<file path="config.mk">
export PLATFORM = sky130hd
export DESIGN_NAME = systm_timer
export DESIGN_NICKNAME = d
export VERILOG_FILES = /design/src/systm_timer.v /design/src/systm_down16.v
export VERILOG_INCLUDE_DIRS = /design/src
export SDC_FILE = /design/constraint.sdc
export NUM_CORES = 1
export LEC_CHECK = 0
export BUFFER_PORTS_ARGS = -buffer_cell sky130_fd_sc_hd__buf_2
export CAP_MARGIN = 5
export CORE_MARGIN = 1
export CORE_UTILIZATION = 55
export DETAILED_ROUTE_END_ITERATION = 12
export HOLD_SLACK_MARGIN = 0.02
export PLACE_DENSITY = 0.85
export SLEW_MARGIN = 20
export SYNTH_ARGS = -nofsm -noshare
export SYNTH_HDL_FRONTEND = slang
export SYNTH_SLANG_ARGS = --single-unit
</file>
<file path="constraint.sdc">
create_clock -name clk_i -period 6.6 [get_ports clk_i]
set_clock_uncertainty 0.05 [all_clocks]
set_input_delay 0.99 -clock clk_i [delete_from_list [all_inputs] [get_ports clk_i]]
set_output_delay 0.99 -clock clk_i [all_outputs]
set_load 0.01 [all_outputs]
</file>
<file path="src/systm_consts.vh">
// Register map, field layout, reset values and timing constants of the system timer
`ifndef SYSTM_CONSTS_VH
`define SYSTM_CONSTS_VH

`define SYSTM_OFF_CTRL      8'h00
`define SYSTM_OFF_PERIOD    8'h04
`define SYSTM_OFF_WDMODE    8'h08
`define SYSTM_OFF_RTMODE    8'h0c
`define SYSTM_OFF_STATUS    8'h10
`define SYSTM_OFF_IRQEN     8'h14
`define SYSTM_OFF_IRQDIS    8'h18
`define SYSTM_OFF_IRQMASK   8'h1c
`define SYSTM_OFF_ALARM     8'h20
`define SYSTM_OFF_RTCOUNT   8'h24

`define SYSTM_BIT_WDRESTART 0
`define SYSTM_BIT_INTERNAL_RESET_ENABLE     16
`define SYSTM_BIT_EXTERNAL_PULSE_ENABLE     17

`define SYSTM_ST_TICK       0
`define SYSTM_ST_WDEXP      1
`define SYSTM_ST_INC        2
`define SYSTM_ST_ALARM      3

`define SYSTM_RST_PERIOD    16'h0000
`define SYSTM_RST_WDMODE    18'h20000
`define SYSTM_RST_SECONDS_PRESCALER    16'h8000
`define SYSTM_RST_ALARM     20'h00000

`define SYSTM_WD_DIV        7'h7f
`define SYSTM_PULSE_LEN     4'h8

`endif

</file>
<file path="src/systm_timer.v">
// System timer: periodic tick, watchdog and seconds counter behind APB
`timescale 1ns/1ps
`include "systm_consts.vh"

module systm_timer #(
    parameter FAULT_PIN = 1                       // 1 when the fault pin exists
) (
    input  wire        clk_i,                     // Master clock, 125 MHz
    input  wire        reset_n_i,                 // Async reset, active low
    input  wire        slow_clock_i,              // Slow clock level, sampled
    input  wire        psel_i,                    // APB select
    input  wire        penable_i,                 // APB enable
    input  wire        pwrite_i,                  // APB write
    input  wire [7:0]  paddr_i,                   // APB byte address
    input  wire [31:0] pwdata_i,                  // APB write data
    output reg  [31:0] prdata_o,                  // APB read data
    output reg         pready_o,                  // APB ready
    output reg         pslverr_o,                 // APB error, unmapped address
    output reg         irq_o,                     // Timer interrupt, active high
    output reg         watchdog_fault_out_n_o,    // Watchdog pulse, active low
    output reg         reset_request_o            // Internal reset request pulse
);

// ----------------------------------------------------------------
// Registers and bus decode
// ----------------------------------------------------------------
reg  [15:0] period_reg;
reg  [17:0] wdmode_reg;
reg  [15:0] seconds_prescaler_reg;
reg  [19:0] alarm_reg;
reg  [3:0]  mask_reg;
reg  [3:0]  status_reg;
reg  [3:0]  status_next;
reg  [19:0] rtcount_reg;
reg  [15:0] rtdiv_reg;
reg  [6:0]  wddiv_reg;
reg  [15:0] wdcount_reg;
reg  [3:0]  pulse_reg;
reg         slow_q_reg;
reg  [31:0] rdata_next;
reg         rerr_next;

wire access   = psel_i & penable_i & ~pready_o;
wire wr       = access & pwrite_i;
wire rd       = access & ~pwrite_i;
wire slow_edge = slow_clock_i & ~slow_q_reg;

wire wr_ctrl   = wr && paddr_i == `SYSTM_OFF_CTRL;
wire wr_period = wr && paddr_i == `SYSTM_OFF_PERIOD;
wire wr_wdmode = wr && paddr_i == `SYSTM_OFF_WDMODE;
wire wr_rtmode = wr && paddr_i == `SYSTM_OFF_RTMODE;
wire wr_irqen  = wr && paddr_i == `SYSTM_OFF_IRQEN;
wire wr_irqdis = wr && paddr_i == `SYSTM_OFF_IRQDIS;
wire wr_alarm  = wr && paddr_i == `SYSTM_OFF_ALARM;
wire rd_status = rd && paddr_i == `SYSTM_OFF_STATUS;
wire wd_restart = wr_ctrl & pwdata_i[`SYSTM_BIT_WDRESTART];

always @*
begin
    rdata_next = 32'h00000000;
    rerr_next  = 1'b0;
    case (paddr_i)
        `SYSTM_OFF_CTRL:    rdata_next = 32'h00000000;
        `SYSTM_OFF_PERIOD:  rdata_next = {16'h0000, period_reg};
        `SYSTM_OFF_WDMODE:  rdata_next = {14'h0000, wdmode_reg};
        `SYSTM_OFF_RTMODE:  rdata_next = {16'h0000, seconds_prescaler_reg};
        `SYSTM_OFF_STATUS:  rdata_next = {28'h0000000, status_reg};
        `SYSTM_OFF_IRQEN:   rdata_next = 32'h00000000;
        `SYSTM_OFF_IRQDIS:  rdata_next = 32'h00000000;
        `SYSTM_OFF_IRQMASK: rdata_next = {28'h0000000, mask_reg};
        `SYSTM_OFF_ALARM:   rdata_next = {12'h000, alarm_reg};
        `SYSTM_OFF_RTCOUNT: rdata_next = {12'h000, rtcount_reg};
        default:            rerr_next  = 1'b1;
    endcase
end

always @(posedge clk_i or negedge reset_n_i)
begin
    if (!reset_n_i)
    begin
        pready_o  <= 1'b0;
        prdata_o  <= 32'h00000000;
        pslverr_o <= 1'b0;
    end
    else
    begin
        // One wait state: ready the cycle after the access phase opens
        pready_o  <= access;
        pslverr_o <= access & rerr_next;
        if (rd)
            prdata_o <= rdata_next;
    end
end

// ----------------------------------------------------------------
// Configuration registers
// ----------------------------------------------------------------
always @(posedge clk_i or negedge reset_n_i)
begin
    if (!reset_n_i)
    begin
        period_reg <= `SYSTM_RST_PERIOD;
        wdmode_reg <= `SYSTM_RST_WDMODE;
        seconds_prescaler_reg <= `SYSTM_RST_SECONDS_PRESCALER;
        alarm_reg  <= `SYSTM_RST_ALARM;
        mask_reg   <= 4'h0;
    end
    else
    begin
        if (wr_period)
            period_reg <= pwdata_i[15:0];
        if (wr_wdmode)
            wdmode_reg <= pwdata_i[17:0];
        if (wr_rtmode)
            seconds_prescaler_reg <= pwdata_i[15:0];
        if (wr_alarm)
            alarm_reg <= pwdata_i[19:0];
        if (wr_irqen)
            mask_reg <= mask_reg | pwdata_i[3:0];
        else if (wr_irqdis)
            mask_reg <= mask_reg & ~pwdata_i[3:0];
    end
end

// ----------------------------------------------------------------
// Periodic tick timer
// ----------------------------------------------------------------
wire tick_zero;

systm_down16 u_tick (
    .clk_i     (clk_i),
    .reset_n_i (reset_n_i),
    .step_i    (slow_edge),
    .load_i    (wr_period),
    .value_i   (wr_period ? pwdata_i[15:0] : period_reg),
    .zero_o    (tick_zero)
);

// ----------------------------------------------------------------
// Watchdog
// ----------------------------------------------------------------
wire wd_step = slow_edge && wddiv_reg == `SYSTM_WD_DIV;
wire wd_over = wd_step && (wdcount_reg == 16'h0001 ||
               (wdcount_reg == 16'h0000 && wdmode_reg[15:0] == 16'h0001));

always @(posedge clk_i or negedge reset_n_i)
begin
    if (!reset_n_i)
    begin
        wddiv_reg   <= 7'h00;
        wdcount_reg <= 16'h0000;
    end
    else if (wd_restart)
    begin
        wddiv_reg   <= 7'h00;
        wdcount_reg <= wdmode_reg[15:0];
    end
    else
    begin
        if (slow_edge)
            wddiv_reg <= wddiv_reg + 7'h01;
        if (wd_over)
            wdcount_reg <= wdmode_reg[15:0];
        else if (wd_step)
            wdcount_reg <= wdcount_reg - 16'h0001;
    end
end

always @(posedge clk_i or negedge reset_n_i)
begin
    if (!reset_n_i)
    begin
        pulse_reg              <= 4'h0;
        watchdog_fault_out_n_o <= 1'b1;
        reset_request_o        <= 1'b0;
    end
    else
    begin
        reset_request_o <= wd_over & wdmode_reg[`SYSTM_BIT_INTERNAL_RESET_ENABLE];
        if (wd_over && wdmode_reg[`SYSTM_BIT_EXTERNAL_PULSE_ENABLE] && FAULT_PIN != 0)
            pulse_reg <= `SYSTM_PULSE_LEN;
        else if (slow_edge && pulse_reg != 4'h0)
            pulse_reg <= pulse_reg - 4'h1;
        watchdog_fault_out_n_o <= ~((wd_over && wdmode_reg[`SYSTM_BIT_EXTERNAL_PULSE_ENABLE] &&
                                  FAULT_PIN != 0) || pulse_reg > 4'h1 ||
                                  (pulse_reg == 4'h1 && !slow_edge));
    end
end

// ----------------------------------------------------------------
// Seconds counter and alarm
// ----------------------------------------------------------------
wire rt_inc = slow_edge && !wr_rtmode &&
              (rtdiv_reg == 16'h0001 || (rtdiv_reg == 16'h0000 && seconds_prescaler_reg == 16'h0001));

always @(posedge clk_i or negedge reset_n_i)
begin
    if (!reset_n_i)
    begin
        rtdiv_reg   <= `SYSTM_RST_SECONDS_PRESCALER;
        rtcount_reg <= 20'h00000;
    end
    else if (wr_rtmode)
    begin
        rtdiv_reg   <= pwdata_i[15:0];
        rtcount_reg <= 20'h00000;
    end
    else if (rt_inc)
    begin
        rtdiv_reg   <= seconds_prescaler_reg;
        rtcount_reg <= rtcount_reg + 20'h00001;
    end
    else if (slow_edge)
        rtdiv_reg <= rtdiv_reg - 16'h0001;
end

wire alarm_hit = rt_inc && (rtcount_reg + 20'h00001) == alarm_reg;

// ----------------------------------------------------------------
// Status, mask and interrupt
// ----------------------------------------------------------------
always @*
begin
    status_next = rd_status ? 4'h0 : status_reg;
    if (tick_zero)
        status_next[`SYSTM_ST_TICK] = 1'b1;
    if (wd_over)
        status_next[`SYSTM_ST_WDEXP] = 1'b1;
    if (rt_inc)
        status_next[`SYSTM_ST_INC] = 1'b1;
    if (alarm_hit)
        status_next[`SYSTM_ST_ALARM] = 1'b1;
end

always @(posedge clk_i or negedge reset_n_i)
begin
    if (!reset_n_i)
    begin
        status_reg <= 4'h0;
        slow_q_reg <= 1'b0;
        irq_o      <= 1'b0;
    end
    else
    begin
        status_reg <= status_next;
        slow_q_reg <= slow_clock_i;
        irq_o      <= |(status_next & mask_reg);
    end
end

endmodule

</file>
<file path="src/systm_down16.v">
// Reloadable 16-bit down counter that pulses on reaching zero
`timescale 1ns/1ps
module systm_down16 (
    input  wire        clk_i,      // Clock
    input  wire        reset_n_i,  // Async reset, active low
    input  wire        step_i,     // Count step
    input  wire        load_i,     // Load and restart
    input  wire [15:0] value_i,    // Load value, zero means 65536
    output reg         zero_o      // One-cycle pulse on reaching zero
);

reg [15:0] count_reg;

always @(posedge clk_i or negedge reset_n_i)
begin
    if (!reset_n_i)
    begin
        count_reg <= 16'h0000;
        zero_o    <= 1'b0;
    end
    else
    begin
        zero_o <= 1'b0;
        if (load_i)
            count_reg <= value_i;
        else if (step_i)
        begin
            // From 1 to 0 is the event; zero reloads so value 0 spans 65536 steps
            if (count_reg == 16'h0001 || (count_reg == 16'h0000 && value_i == 16'h0001))
            begin
                zero_o    <= 1'b1;
                count_reg <= value_i;
            end
            else
                count_reg <= count_reg - 16'h0001;
        end
    end
end

endmodule

</file>
==> out/metrics.cfg <==
[status]
status=finished clean

[floorplan]
fp.dieH_um=141
initial_core_util_pct=56.4
die_area_um2=19900
coreArea_um2=18800
fp-row-count=50
io_pins=83
fp.dieW_um=141

[power_and_ir_drop]
clockPowerShare_pct=32.4
peakVddDrop_mv=0.176
p_per_area_nw_per_um2=269
p_int_uw=2070
total_leakage_power_uw=0.00511
p_comb_share_pct=21.3
swShare_pct=33.0
power_uw=3100
power_switching_uw=1020
pwr-share-seq_pct=46.3

[yosys]
ys_seq_area_share_pct=43.4
ys_ff_latch=184
avgSynthCellArea_um2=9.32
synth_top_family_by_area=simple AND/OR/NAND/NOR gates
netlist_instances=1140
synth_ff_type=dfrtp_1
synth-xor-area-share_pct=4.43
synthSimpleGateAreaFrac_pct=21.4
muxShareOfSynthArea_pct=8.31
synth_top_area_share_pct=42.4
synthAdderAreaFrac_pct=1.29
ys_warn_count=0
synth_common_cells=dfrtp_1, nand2_1, nor2_1
yosysMostFrequentCell=dfrtp_1
synth_edf_count=0
synth_area_um2=10600
yosysUniqueCellTypes=82
synth_compound_area_share_pct=15.8
yosys.area.top_type=dfrtp_1
async_flop_share_pct=100
synthTopCellsByArea=dfrtp_1, nand2_1, mux2_2, mux2i_1, o21ai_0

[sta]
setup_tns_ns=0
period_needed_ns=3.84
setup_violations=0
fmax_ghz=0.261
rsz0062_at_grt=false
finalHoldViolations=0
worst_pin_slew_ns=0.985
fin_crit_sh_pct=58.1
maxSlewViolCount=0
slew_headroom_pct=34.3

[global_route]
busiest_layer=met2
gr-usage-met3_pct=6.79
grt_max_degree=114
grt.overflow.total=0
grt_use_met1_pct=40.9
gr-usage-all-layers_pct=31.2
met2_usage_pct=48.2
antenna_found_initial=0
grt_pass1_wl_mm=48.0
grt_pass1_vias=9044

[worst_setup_path]
startpoint_type=primary input
crit_type=primary input to flop
r2r_cells=7
timing.critical_path.required_ns=6.87
r2r-start=seconds_prescaler_reg[4]$_DFFE_PN0P_
critPathArrivalTime_ns=4.10
worst-r2r-setup-slack_ns=3.58
path_max_fanout=23
crit_start=paddr_i[2]
cp-end-kind=flop
rr_endpoint=rtdiv_reg[11]$_DFFE_PN0P_

[clock_tree]
cts_buffer_depth=2
cts.repair.resized=0
numCtsBuffers=17
postCtsSetupBuffers=0
holdBufCountCts=0
numClockSinks=184
cts.root.buffer_cell=clkbuf_16
clock_latency_ns=0.44
htreeDepth=4
cts_tree=yes
cts.clk_slew.worst_paths_ns=0.07

[routing]
drt_iter0_markers=1086
wl_per_cell_um=20.7
first_pass_iters=6
drt_wl_total_mm=29.6
vias=9307
drc_errors=0
via_per_inst=6.52
postRouteAntennaNets=0

[worst_hold_path]
hold_path_depth=1
hp-class=flop to flop
worst_hold_startpoint=pulse_reg[3]$_DFFE_PN0P_
hold_end=watchdog_fault_out_n_o$_DFF_PN1_

[placement]
place_hpwl_mm=20.0
place.gp.congestion=0.899
io_buffer_count=58

[layout]
drive_gt1_share_pct=14.4
final_util_pct=61.0
areaGrowthSynthToFinish_pct=8.11
nets=1211

[job]
maxCapViolCount=0

==> cells by family (layout without fill, tap and decap cells) <==
group,Yosys count,in the layout
AO/OA/AOI/OAI,252,252
XOR/XNOR,52,52
adder cells (fa/ha/maj),11,11
AND/OR/NAND/NOR,448,448
other,1,13
multiplexers,83,83
flip-flops,184,184
buffers and inverters,109,125
==> worst max path at each step <==
stage,end,cells after the start
6_report,alarm_reg[14]$_DFFE_PN0P_,5
5_1_grt,alarm_reg[16]$_DFFE_PN0P_,5
4_1_cts,alarm_reg[14]$_DFFE_PN0P_,5
3_5_place_dp,alarm_reg[13]$_DFFE_PN0P_,5
3_3_place_gp,alarm_reg[19]$_DFFE_PN0P_,5
2_1_floorplan,u_tick.count_reg[1]$_DFFE_PN0P_,6
==> worst max-delay path, stage by stage <==
cell and delay, ns:
buf_2 0.33, nor4_1 0.53, and3_1 0.87, nand2_1 0.84, mux2_2 0.53
==> metrics by stage <==
| stage | area, µm² | worst slack, ns | cells | hold WS [ns] |
|---|---|---|---|---|
| 5_1_grt | 11500 | 2.58 | 1427 | 0.455 |
| 4_1_cts | 11500 | 2.90 | 1427 | 0.441 |
| 2_1_floorplan | 10700 | 3.71 | 1151 | 0.371 |
| 3_5_place_dp | 10900 | 2.44 | 1395 | 0.419 |
| 3_3_place_gp | 10900 | 2.56 | 1395 | 0.406 |
| 6_report | 11500 | 2.76 | 1428 | 0.443 |
==> layer usage <==
layer,up-vias,share of wire (%)
met3,123,10
met2,541,45
li1,4161,-
met4,0,5.2
met5,-,0
met1,4482,39
==> power groups by stage <==
stage	Combinational [µW]	Clock, µW	Sequential [µW]
after floorplan	479	0	1420
after global placement	617	0	1430
after detailed placement	644	0	1440
after CTS	653	1010	1430
after global routing	737	1060	1450
final	660	1000	1430
==> layout make-up <==
class                   instances  area (µm²)
diodes                          1        2.50
clock buffers                  19         433
clock inverters                13         136
fillers                      1531        7340
inverters                      23        86.3
multi-input cells             858        5510
flip-flops and latches        184        4610
well taps                     260         325
repair buffers                 70         389
==> placed cells by master (no fill, tap or decap), drive strengths merged, types with 17 or more instances in the layout <==
cell / n
mux2: 42
buf: 69
a221oi: 17
xor2: 22
nand2: 159
o31ai: 17
xnor2: 29
inv: 29
nor3: 31
nand3: 39
nor4: 25
dfrtp: 180
o21ai: 72
nor2: 86
mux2i: 41
clkbuf: 20
a21oi: 57
nand4: 23
Power figures use the tool's default switching activity.
